<file path="config.mk">
export PLATFORM = sky130hd
export DESIGN_NAME = adcrb_top
export DESIGN_NICKNAME = d
export VERILOG_FILES = /design/src/core/adcrb_pkg.sv /design/src/core/adcrb_cond_if.sv /design/src/core/adcrb_chan_cond.sv /design/src/core/adcrb_status.sv /design/src/core/adcrb_top.sv
export SDC_FILE = /design/constraint.sdc
export NUM_CORES = 2
export LEC_CHECK = 0
export BUFFER_PORTS_ARGS = -buffer_cell sky130_fd_sc_hd__buf_2
export CAP_MARGIN = 20
export CORE_MARGIN = 8
export CORE_UTILIZATION = 50
export CTS_CLUSTER_DIAMETER = 200
export DETAILED_ROUTE_END_ITERATION = 6
export GPL_ROUTABILITY_DRIVEN = 0
export GPL_TIMING_DRIVEN = 0
export MAX_ROUTING_LAYER = met4
export PLACE_DENSITY = 0.77
export SETUP_SLACK_MARGIN = 0.4
export SYNTH_ARGS = -nofsm -noshare
export SYNTH_HDL_FRONTEND = slang
export SYNTH_SLANG_ARGS = --single-unit
</file>
<file path="constraint.sdc">
create_clock -name clock -period 3.55 [get_ports clock]
set_clock_uncertainty 0.05 [all_clocks]
set_input_delay 0.5325 -clock clock [delete_from_list [all_inputs] [get_ports clock]]
set_output_delay 0.5325 -clock clock [all_outputs]
set_load 0.1 [all_outputs]
</file>
<file path="src/core/adcrb_pkg.sv">
package adcrb_pkg;

  // sizes of the bank
  localparam int NGRP     = 2;   // channel groups, one map each
  localparam int CH       = 8;   // channels per group
  localparam int ADDR_W   = 10;  // control bus word address
  localparam int DATA_W   = 16;  // control bus data
  localparam int SAMPLE_W = 12;  // adc sample

  // field positions of the hi_processing_config word
  localparam int MODE_LSB   = 0;
  localparam int MODE_W     = 2;
  localparam int PULSES_LSB = 3;
  localparam int PULSES_W   = 3;
  localparam int MASK_LSB   = 8;

  // version word layout
  localparam int VER_W   = 15;
  localparam int RES_BIT = 15;

  // register widths
  localparam int WIN_W  = 9;
  localparam int LOOK_W = 11;
  localparam int PRE_W  = 12;
  localparam int POST_W = 13;
  localparam int THR_W  = 12;
  localparam int END_W  = 12;
  localparam int CAP_W  = 8;

  // overrun status bits of the second group
  localparam int OVR_PRIMARY    = 0;
  localparam int OVR_SECONDARY  = 1;
  localparam int OVR_PROCESSING = 2;
  localparam int OVR_W          = 3;

  // processing modes
  typedef enum logic [MODE_W-1:0] {
    ADCRB_MODE_RAW      = 2'h0,
    ADCRB_MODE_PULSE    = 2'h1,
    ADCRB_MODE_INTEGRAL = 2'h2
  } adcrb_mode_t;

  typedef logic [ADDR_W-1:0] adcrb_addr_t;

  // word offsets, index 0 = channels 0-7, index 1 = channels 8-15
  localparam adcrb_addr_t VERSION_OFS   = 10'h000;
  localparam adcrb_addr_t TRIGCNT_OFS   = 10'h001;
  localparam adcrb_addr_t HI_STATUS_OFS = 10'h200;
  localparam adcrb_addr_t CFG_OFS  [NGRP] = '{10'h002, 10'h201};
  localparam adcrb_addr_t WIN_OFS  [NGRP] = '{10'h003, 10'h202};
  localparam adcrb_addr_t LOOK_OFS [NGRP] = '{10'h004, 10'h203};
  localparam adcrb_addr_t PRE_OFS  [NGRP] = '{10'h005, 10'h204};
  localparam adcrb_addr_t POST_OFS [NGRP] = '{10'h006, 10'h205};
  localparam adcrb_addr_t THR_OFS  [NGRP] = '{10'h007, 10'h206};
  localparam adcrb_addr_t END_OFS  [NGRP] = '{10'h00f, 10'h20e};
  localparam adcrb_addr_t CAP_OFS  [NGRP] = '{10'h00f, 10'h20f};

  // reset values
  localparam logic [DATA_W-1:0] RST_CFG  = 16'h0000;
  localparam logic [WIN_W-1:0]  RST_WIN  = 9'h006;
  localparam logic [LOOK_W-1:0] RST_LOOK = 11'h000;
  localparam logic [PRE_W-1:0]  RST_PRE  = 12'h002;
  localparam logic [POST_W-1:0] RST_POST [NGRP] = '{13'h0003, 13'h0004};
  localparam logic [THR_W-1:0]  RST_THR  = 12'h000;
  localparam logic [END_W-1:0]  RST_END  = 12'h000;
  localparam logic [CAP_W-1:0]  RST_CAP  = 8'h00;

  // processing counts
  localparam logic [PRE_W-1:0]  PRE_MIN         = 12'h002;
  localparam logic [POST_W:0]   POST_ODD_EXTRA  = 14'h0001;
  localparam logic [POST_W:0]   POST_EVEN_EXTRA = 14'h0002;
  localparam logic [DATA_W-1:0] RDATA_UNMAPPED  = 16'h0000;

endpackage

</file>
<file path="src/core/adcrb_cond_if.sv">
`timescale 1ns/1ns
// hi_processing_config that one channel group's sample conditioner needs
interface adcrb_cond_if;
  import adcrb_pkg::*;
  logic [CH-1:0]            chan_mask;  // 1 forces channel to zero
  logic [CH-1:0][THR_W-1:0] thr;        // per-channel threshold
  adcrb_mode_t              mode;       // processing mode

  modport cfg  (output chan_mask, output thr, output mode);
  modport cond (input chan_mask, input thr, input mode);
endinterface

</file>
<file path="src/core/adcrb_chan_cond.sv">
`timescale 1ns/1ns
module adcrb_chan_cond (
  // clock and reset
  input  wire logic                                           clock,
  input  wire logic                                           rst,
  // hi_processing_config
  adcrb_cond_if.cond                                          cif,
  // samples
  input  wire logic [adcrb_pkg::CH-1:0][adcrb_pkg::SAMPLE_W-1:0] sample_in,
  output logic      [adcrb_pkg::CH-1:0][adcrb_pkg::SAMPLE_W-1:0] sample_out,
  output logic      [adcrb_pkg::CH-1:0]                        over_thr
);
  import adcrb_pkg::*;

  logic [CH-1:0][SAMPLE_W-1:0] sample_reg;   // masked samples
  logic [CH-1:0][SAMPLE_W-1:0] sample_next;
  logic [CH-1:0]               over_reg;     // above threshold
  logic [CH-1:0]               over_next;

  ///////////////////////////////////////////////////////////////////////////
  // per-channel masking and threshold compare
  genvar c;
  generate
    for (c = 0; c < CH; c++) begin : g_ch
      always_comb begin
        sample_next[c] = cif.chan_mask[c] ? '0 : sample_in[c];
        // own threshold compare
        // raw mode needs no crossings, so the flag stays quiet there
        over_next[c]   = !cif.chan_mask[c] &&
                         (cif.mode != ADCRB_MODE_RAW) &&
                         (sample_in[c] > cif.thr[c]);
      end
    end
  endgenerate

  // register the conditioned data
  always_ff @(posedge clock) begin
    if (rst) begin
      sample_reg <= '0;
      over_reg   <= '0;
    end else begin
      sample_reg <= sample_next;
      over_reg   <= over_next;
    end
  end

  assign sample_out = sample_reg;
  assign over_thr   = over_reg;
endmodule

</file>
<file path="src/core/adcrb_status.sv">
`timescale 1ns/1ns
module adcrb_status (
  // clock and reset
  input  wire logic                          clock,
  input  wire logic                          rst,
  // trigger pin, active low, asynchronous
  input  wire logic                          trig_n_pin,
  // overrun events and read-clear
  input  wire logic [adcrb_pkg::OVR_W-1:0]   ovr_evt,
  input  wire logic                          ovr_clr,
  // status words
  output logic      [adcrb_pkg::DATA_W-1:0]  trig_count,
  output logic      [adcrb_pkg::OVR_W-1:0]   ovr_flags
);
  import adcrb_pkg::*;

  logic              sync1_reg;   // first synchroniser stage
  logic              sync2_reg;   // second stage
  logic              prev_reg;    // for edge detect
  logic [DATA_W-1:0] cnt_reg;     // trigger count
  logic [DATA_W-1:0] cnt_next;
  logic [OVR_W-1:0]  ovr_reg;     // sticky overruns
  logic [OVR_W-1:0]  ovr_next;

  ///////////////////////////////////////////////////////////////////////////
  // next values: count falling trigger edges, hold overruns
  always_comb begin
    // wraps silently after 16 bits
    cnt_next = cnt_reg;
    if (prev_reg && !sync2_reg) begin
      cnt_next = cnt_reg + 1'b1;
    end
    // sticky overrun flags
    // set wins over a read-clear in the same cycle
    ovr_next = (ovr_clr ? '0 : ovr_reg) | ovr_evt;
  end

  // registers; sync stage one feeds stage two only
  always_ff @(posedge clock) begin
    if (rst) begin
      sync1_reg <= 1'b1;
      sync2_reg <= 1'b1;
      prev_reg  <= 1'b1;
      cnt_reg   <= '0;
      ovr_reg   <= '0;
    end else begin
      sync1_reg <= trig_n_pin;
      sync2_reg <= sync1_reg;
      prev_reg  <= sync2_reg;
      cnt_reg   <= cnt_next;
      ovr_reg   <= ovr_next;
    end
  end

  assign trig_count = cnt_reg;
  assign ovr_flags  = ovr_reg;
endmodule

</file>
<file path="src/core/adcrb_top.sv">
`timescale 1ns/1ns
// Contract
// - version word with resolution flag bit
// - config bits 1:0 pick processing mode
// - bits 5:3 pulse count, pulse modes
// - bits 15:8 zero masked channel samples
// - 11-bit look-back before trigger point
// - pre-count includes threshold point, minimum two
// - report post-count plus one odd, two even
// - second group status flags three overruns
// - 8-bit secondary buffer block capacity
module adcrb_top #(
  // code version is an arbitrary value
  parameter logic [adcrb_pkg::VER_W-1:0] CODE_VERSION = 15'h0001,
  // 1 for 10-bit converters, 0 for 12-bit
  parameter logic                        ADC_IS_10BIT = 1'b0
) (
  // clock and reset
  input  wire logic                                     clock,
  input  wire logic                                     rst,
  // control bus
  input  wire logic [adcrb_pkg::ADDR_W-1:0]             cb_addr,
  input  wire logic                                     cb_wr,
  input  wire logic                                     cb_rd,
  input  wire logic [adcrb_pkg::DATA_W-1:0]             cb_wdata,
  output logic      [adcrb_pkg::DATA_W-1:0]             cb_rdata,
  output logic                                          cb_rvalid,
  // status events
  input  wire logic                                     trig_n,
  input  wire logic [adcrb_pkg::OVR_W-1:0]              ovr_evt,
  // samples in and conditioned samples out
  input  wire logic [adcrb_pkg::NGRP-1:0][adcrb_pkg::CH-1:0]
                    [adcrb_pkg::SAMPLE_W-1:0]           grp_sample_in,
  output logic      [adcrb_pkg::NGRP-1:0][adcrb_pkg::CH-1:0]
                    [adcrb_pkg::SAMPLE_W-1:0]           grp_sample_out,
  output logic      [adcrb_pkg::NGRP-1:0][adcrb_pkg::CH-1:0] grp_over_thr,
  // processing hi_processing_config per group
  output logic      [adcrb_pkg::NGRP-1:0][adcrb_pkg::MODE_W-1:0] proc_mode,
  output logic      [adcrb_pkg::NGRP-1:0][adcrb_pkg::PULSES_W-1:0] pulse_count,
  output logic      [adcrb_pkg::NGRP-1:0][adcrb_pkg::CH-1:0] chan_mask,
  output logic      [adcrb_pkg::NGRP-1:0][adcrb_pkg::WIN_W-1:0] window_len,
  output logic      [adcrb_pkg::NGRP-1:0][adcrb_pkg::WIN_W-1:0] window_report,
  output logic      [adcrb_pkg::NGRP-1:0][adcrb_pkg::LOOK_W-1:0] lookback,
  output logic      [adcrb_pkg::NGRP-1:0][adcrb_pkg::PRE_W-1:0] pre_count,
  output logic      [adcrb_pkg::NGRP-1:0][adcrb_pkg::POST_W-1:0] post_count,
  output logic      [adcrb_pkg::NGRP-1:0][adcrb_pkg::POST_W:0] post_report,
  output logic      [adcrb_pkg::NGRP-1:0][adcrb_pkg::END_W-1:0] buf_end_addr,
  output logic      [adcrb_pkg::NGRP-1:0][adcrb_pkg::CAP_W-1:0] block_capacity
);
  import adcrb_pkg::*;

  ///////////////////////////////////////////////////////////////////////////
  // decode helpers

  // true when addr falls in the threshold block starting at base
  function automatic logic in_thr(adcrb_addr_t addr, adcrb_addr_t base);
    in_thr = (addr >= base) && (addr < base + adcrb_addr_t'(CH));
  endfunction

  // channel index inside a threshold block
  function automatic logic [2:0] thr_idx(adcrb_addr_t addr,
                                         adcrb_addr_t base);
    adcrb_addr_t diff;
    diff    = addr - base;
    thr_idx = diff[2:0];
  endfunction

  ///////////////////////////////////////////////////////////////////////////
  // hi_processing_config registers

  logic [DATA_W-1:0]         cfg_reg  [NGRP];  // mode, pulses, masks
  logic [DATA_W-1:0]         cfg_next [NGRP];
  logic [WIN_W-1:0]          win_reg  [NGRP];  // trigger window length
  logic [WIN_W-1:0]          win_next [NGRP];
  logic [LOOK_W-1:0]         look_reg [NGRP];  // look-back
  logic [LOOK_W-1:0]         look_next[NGRP];
  logic [PRE_W-1:0]          pre_reg  [NGRP];  // samples before
  logic [PRE_W-1:0]          pre_next [NGRP];
  logic [POST_W-1:0]         post_reg [NGRP];  // samples after
  logic [POST_W-1:0]         post_next[NGRP];
  logic [CH-1:0][THR_W-1:0]  thr_reg  [NGRP];  // energy thresholds
  logic [CH-1:0][THR_W-1:0]  thr_next [NGRP];
  logic [END_W-1:0]          end_reg  [NGRP];  // buffer last address
  logic [END_W-1:0]          end_next [NGRP];
  logic [CAP_W-1:0]          cap_reg  [NGRP];  // block capacity
  logic [CAP_W-1:0]          cap_next [NGRP];

  // write decode: only read/write words take data
  always_comb begin
    for (int g = 0; g < NGRP; g++) begin
      cfg_next[g]  = cfg_reg[g];
      win_next[g]  = win_reg[g];
      look_next[g] = look_reg[g];
      pre_next[g]  = pre_reg[g];
      post_next[g] = post_reg[g];
      thr_next[g]  = thr_reg[g];
      end_next[g]  = end_reg[g];
      cap_next[g]  = cap_reg[g];
      if (cb_wr) begin
        if (cb_addr == CFG_OFS[g]) begin
          cfg_next[g] = cb_wdata;
        end
        if (cb_addr == WIN_OFS[g]) begin
          win_next[g] = cb_wdata[WIN_W-1:0];
        end
        if (cb_addr == LOOK_OFS[g]) begin
          look_next[g] = cb_wdata[LOOK_W-1:0];
        end
        if (cb_addr == PRE_OFS[g]) begin
          pre_next[g] = cb_wdata[PRE_W-1:0];
        end
        if (cb_addr == POST_OFS[g]) begin
          post_next[g] = cb_wdata[POST_W-1:0];
        end
        if (in_thr(cb_addr, THR_OFS[g])) begin
          thr_next[g][thr_idx(cb_addr, THR_OFS[g])] = cb_wdata[THR_W-1:0];
        end
        // in the first group both words share one offset, so one
        // write loads the last address and the capacity together
        if (cb_addr == END_OFS[g]) begin
          end_next[g] = cb_wdata[END_W-1:0];
        end
        if (cb_addr == CAP_OFS[g]) begin
          cap_next[g] = cb_wdata[CAP_W-1:0];
        end
      end
    end
  end

  // register the hi_processing_config
  always_ff @(posedge clock) begin
    if (rst) begin
      for (int g = 0; g < NGRP; g++) begin
        cfg_reg[g]  <= RST_CFG;
        win_reg[g]  <= RST_WIN;
        look_reg[g] <= RST_LOOK;
        pre_reg[g]  <= RST_PRE;
        post_reg[g] <= RST_POST[g];
        thr_reg[g]  <= {CH{RST_THR}};
        end_reg[g]  <= RST_END;
        cap_reg[g]  <= RST_CAP;
      end
    end else begin
      cfg_reg  <= cfg_next;
      win_reg  <= win_next;
      look_reg <= look_next;
      pre_reg  <= pre_next;
      post_reg <= post_next;
      thr_reg  <= thr_next;
      end_reg  <= end_next;
      cap_reg  <= cap_next;
    end
  end

  ///////////////////////////////////////////////////////////////////////////
  // status: trigger count and overrun flags

  logic [DATA_W-1:0] trig_count;   // triggers since reset
  logic [OVR_W-1:0]  ovr_flags;    // sticky overruns
  logic              ovr_clr;      // status read clears

  // reading the overrun word clears it; a new event still lands
  assign ovr_clr = cb_rd && (cb_addr == HI_STATUS_OFS);

  adcrb_status u_status (
    .clock      (clock),
    .rst        (rst),
    .trig_n_pin (trig_n),
    .ovr_evt    (ovr_evt),
    .ovr_clr    (ovr_clr),
    .trig_count (trig_count),
    .ovr_flags  (ovr_flags)
  );

  ///////////////////////////////////////////////////////////////////////////
  // read path, answered one cycle after the strobe

  logic [DATA_W-1:0] rdata_reg;    // read data
  logic [DATA_W-1:0] rdata_next;
  logic              rvalid_reg;   // read answer strobe
  logic              rvalid_next;

  always_comb begin
    rdata_next  = rdata_reg;
    rvalid_next = cb_rd;
    if (cb_rd) begin
      // unmapped words read as zero
      rdata_next = RDATA_UNMAPPED;
      if (cb_addr == VERSION_OFS) begin
        rdata_next = {ADC_IS_10BIT, CODE_VERSION};
      end
      if (cb_addr == TRIGCNT_OFS) begin
        rdata_next = trig_count;
      end
      if (cb_addr == HI_STATUS_OFS) begin
        rdata_next = {{(DATA_W-OVR_W){1'b0}}, ovr_flags};
      end
      for (int g = 0; g < NGRP; g++) begin
        if (cb_addr == CFG_OFS[g]) begin
          rdata_next = cfg_reg[g];
        end
        if (cb_addr == WIN_OFS[g]) begin
          rdata_next = {{(DATA_W-WIN_W){1'b0}}, win_reg[g]};
        end
        if (cb_addr == LOOK_OFS[g]) begin
          rdata_next = {{(DATA_W-LOOK_W){1'b0}}, look_reg[g]};
        end
        if (cb_addr == PRE_OFS[g]) begin
          rdata_next = {{(DATA_W-PRE_W){1'b0}}, pre_reg[g]};
        end
        if (cb_addr == POST_OFS[g]) begin
          rdata_next = {{(DATA_W-POST_W){1'b0}}, post_reg[g]};
        end
        if (in_thr(cb_addr, THR_OFS[g])) begin
          rdata_next = {{(DATA_W-THR_W){1'b0}},
                        thr_reg[g][thr_idx(cb_addr, THR_OFS[g])]};
        end
        // capacity first, so the shared offset reads the last address
        if (cb_addr == CAP_OFS[g]) begin
          rdata_next = {{(DATA_W-CAP_W){1'b0}}, cap_reg[g]};
        end
        if (cb_addr == END_OFS[g]) begin
          rdata_next = {{(DATA_W-END_W){1'b0}}, end_reg[g]};
        end
      end
    end
  end

  // register the answer
  always_ff @(posedge clock) begin
    if (rst) begin
      rdata_reg  <= '0;
      rvalid_reg <= 1'b0;
    end else begin
      rdata_reg  <= rdata_next;
      rvalid_reg <= rvalid_next;
    end
  end

  assign cb_rdata  = rdata_reg;
  assign cb_rvalid = rvalid_reg;

  ///////////////////////////////////////////////////////////////////////////
  // derived processing values, one cycle behind the registers

  logic [MODE_W-1:0]   mode_reg   [NGRP];  // decoded mode
  logic [MODE_W-1:0]   mode_next  [NGRP];
  logic [PULSES_W-1:0] pulse_reg  [NGRP];  // pulses per window
  logic [PULSES_W-1:0] pulse_next [NGRP];
  logic [WIN_W-1:0]    wrep_reg   [NGRP];  // even window length
  logic [WIN_W-1:0]    wrep_next  [NGRP];
  logic [PRE_W-1:0]    pre_eff_reg [NGRP]; // clamped pre-count
  logic [PRE_W-1:0]    pre_eff_next[NGRP];
  logic [POST_W:0]     prep_reg   [NGRP];  // reported post samples
  logic [POST_W:0]     prep_next  [NGRP];

  always_comb begin
    for (int g = 0; g < NGRP; g++) begin
      mode_next[g] = cfg_reg[g][MODE_LSB +: MODE_W];
      if (mode_next[g] == ADCRB_MODE_PULSE ||
          mode_next[g] == ADCRB_MODE_INTEGRAL) begin
        pulse_next[g] = cfg_reg[g][PULSES_LSB +: PULSES_W];
      end else begin
        pulse_next[g] = '0;
      end
      wrep_next[g] = {win_reg[g][WIN_W-1:1], 1'b0};
      // pre-count floor of two
      // a short value would lose the threshold point itself
      pre_eff_next[g] = (pre_reg[g] < PRE_MIN) ? PRE_MIN : pre_reg[g];
      prep_next[g] = {1'b0, post_reg[g]} +
                     (post_reg[g][0] ? POST_ODD_EXTRA : POST_EVEN_EXTRA);
    end
  end

  // register the derived values
  always_ff @(posedge clock) begin
    if (rst) begin
      for (int g = 0; g < NGRP; g++) begin
        mode_reg[g]    <= '0;
        pulse_reg[g]   <= '0;
        wrep_reg[g]    <= '0;
        pre_eff_reg[g] <= PRE_MIN;
        prep_reg[g]    <= '0;
      end
    end else begin
      mode_reg    <= mode_next;
      pulse_reg   <= pulse_next;
      wrep_reg    <= wrep_next;
      pre_eff_reg <= pre_eff_next;
      prep_reg    <= prep_next;
    end
  end

  ///////////////////////////////////////////////////////////////////////////
  // per-group outputs and sample conditioners

  genvar gi;
  generate
    for (gi = 0; gi < NGRP; gi++) begin : g_grp
      adcrb_cond_if cif ();

      // hi_processing_config toward the conditioner
      assign cif.chan_mask = cfg_reg[gi][MASK_LSB +: CH];
      assign cif.thr       = thr_reg[gi];
      assign cif.mode      = adcrb_mode_t'(mode_reg[gi]);

      adcrb_chan_cond u_cond (
        .clock      (clock),
        .rst        (rst),
        .cif        (cif),
        .sample_in  (grp_sample_in[gi]),
        .sample_out (grp_sample_out[gi]),
        .over_thr   (grp_over_thr[gi])
      );

      // register-backed processing settings
      assign proc_mode[gi]      = mode_reg[gi];
      assign pulse_count[gi]    = pulse_reg[gi];
      assign chan_mask[gi]      = cfg_reg[gi][MASK_LSB +: CH];
      assign window_len[gi]     = win_reg[gi];
      assign window_report[gi]  = wrep_reg[gi];
      assign lookback[gi]       = look_reg[gi];
      assign pre_count[gi]      = pre_eff_reg[gi];
      assign post_count[gi]     = post_reg[gi];
      assign post_report[gi]    = prep_reg[gi];
      assign buf_end_addr[gi]   = end_reg[gi];
      assign block_capacity[gi] = cap_reg[gi];
    end
  endgenerate

endmodule

</file>
==> impl_results.md <==
- Share of cells above drive strength 1: 21.2%
- Synth Warn #: 0
- Root Driver: clkbuf_16
- Worst Hold Class: in2reg
- Endpoint type of the worst setup path: register
- Cell leakage power: 0.0157 uW
- Worst-path clk slew: 60 ps
- Worst path required time: 4050 ps
- VDD IR max: 565 uV
- Upper clock frequency limit: 311 MHz
- Final Max Slew Viols: 0
- Footprint of the multi-input gates: 0.0157 mm2
- FF+latch count, synth: 669
- Chip Height: 265 um
- Post-synth EDFFs: 0
- Synth Cell Area: 0.0311 mm2
- Rel. slew slack: 15.5%
- Post-Place Worst Slack: -1170 ps
- Routed Antenna Nets: 0
- Cell count after synthesis: 3701
- Post-Route Utilization: 62.0%
- Avg Cell Area, Syn: 8.39 um2
- Final period util: 90.5%
- Setup CP Type: in2reg
- Top FF cell, synth: dfxtp_1
- Area delta synth->final: 22.8%
- CTS tree: done
- Post-route cell area: 0.0382 mm2
- Post-DP HPWL: 107000 um
- DR DRC count: 266
- First-pass GRT wire length: 198000 um
- Most frequent cells in the layout: buf_2 (669), dfxtp_1 (669), nand2_1 (619)
- Wirelength per Cell: 25.9 um
- Vias in the first global route: 30457
- Number of port buffers: 635
- Total wire length: 138000 um
- Failing checks: DRC
- Placeable core region: 0.0616 mm2
- Overall global routing resource usage: 38.5%
- CP Max Fanout: 11
- Num CTS Buffers: 73
- Dpl cell area: 0.0354 mm2
- TritonRoute pass-1 iters: 7
- Cell Pwr Density: 479 mW/mm2
- Area occupied by registers: 0.0134 mm2
- Initial DRC count: 4874
- Via count: 32219
- Filler cells: 5433
- Initial antenna violation count: 20
- Minimum clock period after layout: 3210 ps
- Clock sink count: 669
- Yosys cell types: 81
- Starting density of the core: 50.4%
- Final setup fails: 0
- Worst slew pin tran: 1270 ps
- Max Buffers Root-to-Sink: 3
- Rows: 91
- Final setup margin: 335 ps
- R2R Setup Slk: 1400 ps
- Post-synthesis sequential area ratio: 43.1%
- Outcome: complete, but fails checks
- Worst Setup Start Kind: input pin
- Die ar.: 0.0704 mm2
- Grt ovf: 0
- Clock Latency Late Sink: 650 ps
- Largest net degree at the start of global routing: 15
- Maxcap violations: 0
- H-tree Lvls: 3
- Die width: 265 um
- Final net count: 4853
- Unrepaired setup endpoints after global routing: yes
- Arr. time, crit path: 3720 ps
- Hold_ws: 30.8 ps
- Setup TNS: 0 ps
- Final Hold Vio Count: 0
- Ports: 653
- Via/cell ratio: 6.04
- Async SR Flop Fraction: 0%
- Cts hold-fix bufs: 0
[worst max-delay path, stage by stage]
cell and delay [ps]:
buf_2 130, clkbuf_2 210, inv_2 180, buf_6 230, clkbuf_4 270, ha_2 330, buf_2 280, clkbuf_2 290
a21oi_1 70, a2bb2oi_1 170, o311ai_0 620, nand2_1 220, a31oi_1 190
[synth_stat cells (9+ instances only)]
cell / number / area share, %
nor3b_1: 9 / 0.22
nor2_1: 147 / 1.8
nor2b_1: 42 / 0.85
a21o_1: 71 / 1.7
mux2i_1: 42 / 1.4
a31oi_1: 14 / 0.28
nand4_1: 62 / 1.2
o221ai_1: 27 / 0.76
nand2_1: 619 / 7.5
o22ai_1: 27 / 0.54
dfxtp_1: 669 / 43
or3_1: 14 / 0.28
o21ai_0: 83 / 1.3
and3_1: 21 / 0.42
a211oi_1: 17 / 0.41
buf_1: 16 / 0.19
xnor2_1: 14 / 0.39
mux4_2: 28 / 2.0
clkbuf_1: 194 / 2.3
nand2b_1: 17 / 0.34
a21oi_1: 438 / 7.1
o2111a_1: 17 / 0.62
xor2_1: 19 / 0.54
or2_2: 22 / 0.44
a221oi_1: 20 / 0.56
buf_2: 33 / 0.53
nand3_1: 177 / 2.9
inv_1: 229 / 2.8
nor4_1: 9 / 0.18
nand3b_1: 9 / 0.22
ha_1: 205 / 8.3
nor3_1: 50 / 0.81
buf_4: 36 / 0.87
and2_1: 186 / 3.7
[path summary, 6_finish.rpt]
| kind | from | to | cells after the start |
|---|---|---|---|
| max | cb_addr[0] | cb_rdata[1] | 13 |
| min | trig_n | u_status.sync1_reg | 2 |
| max reg2reg | u_status.prev_reg | u_status.trig_count[14] | 7 |
| min reg2reg | u_status.sync1_reg | u_status.sync2_reg | 1 |
[logic make-up (layout without fill, tap and decap cells)]
logic type      after synthesis  count (layout)  synth area share, %
compound gates              796             796                 15.6
xor+xnor                     33              33                0.930
fa+ha+maj                   205             205                 8.26
buf+inv                     511            1288                 6.79
flops                       669             669                 43.1
mux                          73              73                 3.49
other cells                   1              24               0.0121
simple gates               1413            1413                 21.8
[power breakdown]
| part | switching (uW) | total (uW) | internal, uW | leakage, uW |
|---|---|---|---|---|
| combinational | 1890 | 2410 | 519 | 0.00902 |
| clock | 3370 | 8190 | 4820 | 0.00126 |
| sequential | 36.0 | 7670 | 7640 | 0.00545 |
[layout make-up]
type	instances	area share, %
timing repair buffer	643	8.55
clock inverter	35	1.18
inverter	230	2.27
clock buffer	99	5.55
buffer	281	3.42
sequential	669	35.1
multi-input combinational	2524	41.1
antenna	20	0.131
tap	837	2.74
[routing by layer]
metal / up-vias / GRT usage (%) / wire length (um)
met2: 2380 / 57.8 / 59800
met4: 0 / 21.8 / 9820
li1: 14159 / - / -
met1: 15106 / 44.2 / 49600
met3: 574 / 14.2 / 18900
met5: - / - / 0
[per-stage QoR]
| step | power, uW | std cells |
|---|---|---|
| floorplan | 9480 | 3704 |
| global placement | 10100 | 5176 |
| detailed placement | 10200 | 5180 |
| CTS | 18200 | 5315 |
| global route | 18700 | 5335 |
| finish | 18300 | 5338 |
[timing repair]
item / 4_1_cts / 5_1_grt
buffers inserted: 1 / 3
resized for setup: 19 / 48
pin swaps: 1 / 1
endpoints found under the setup margin: 252 / 195
Note: power is estimated with default switching activity, not from simulation.
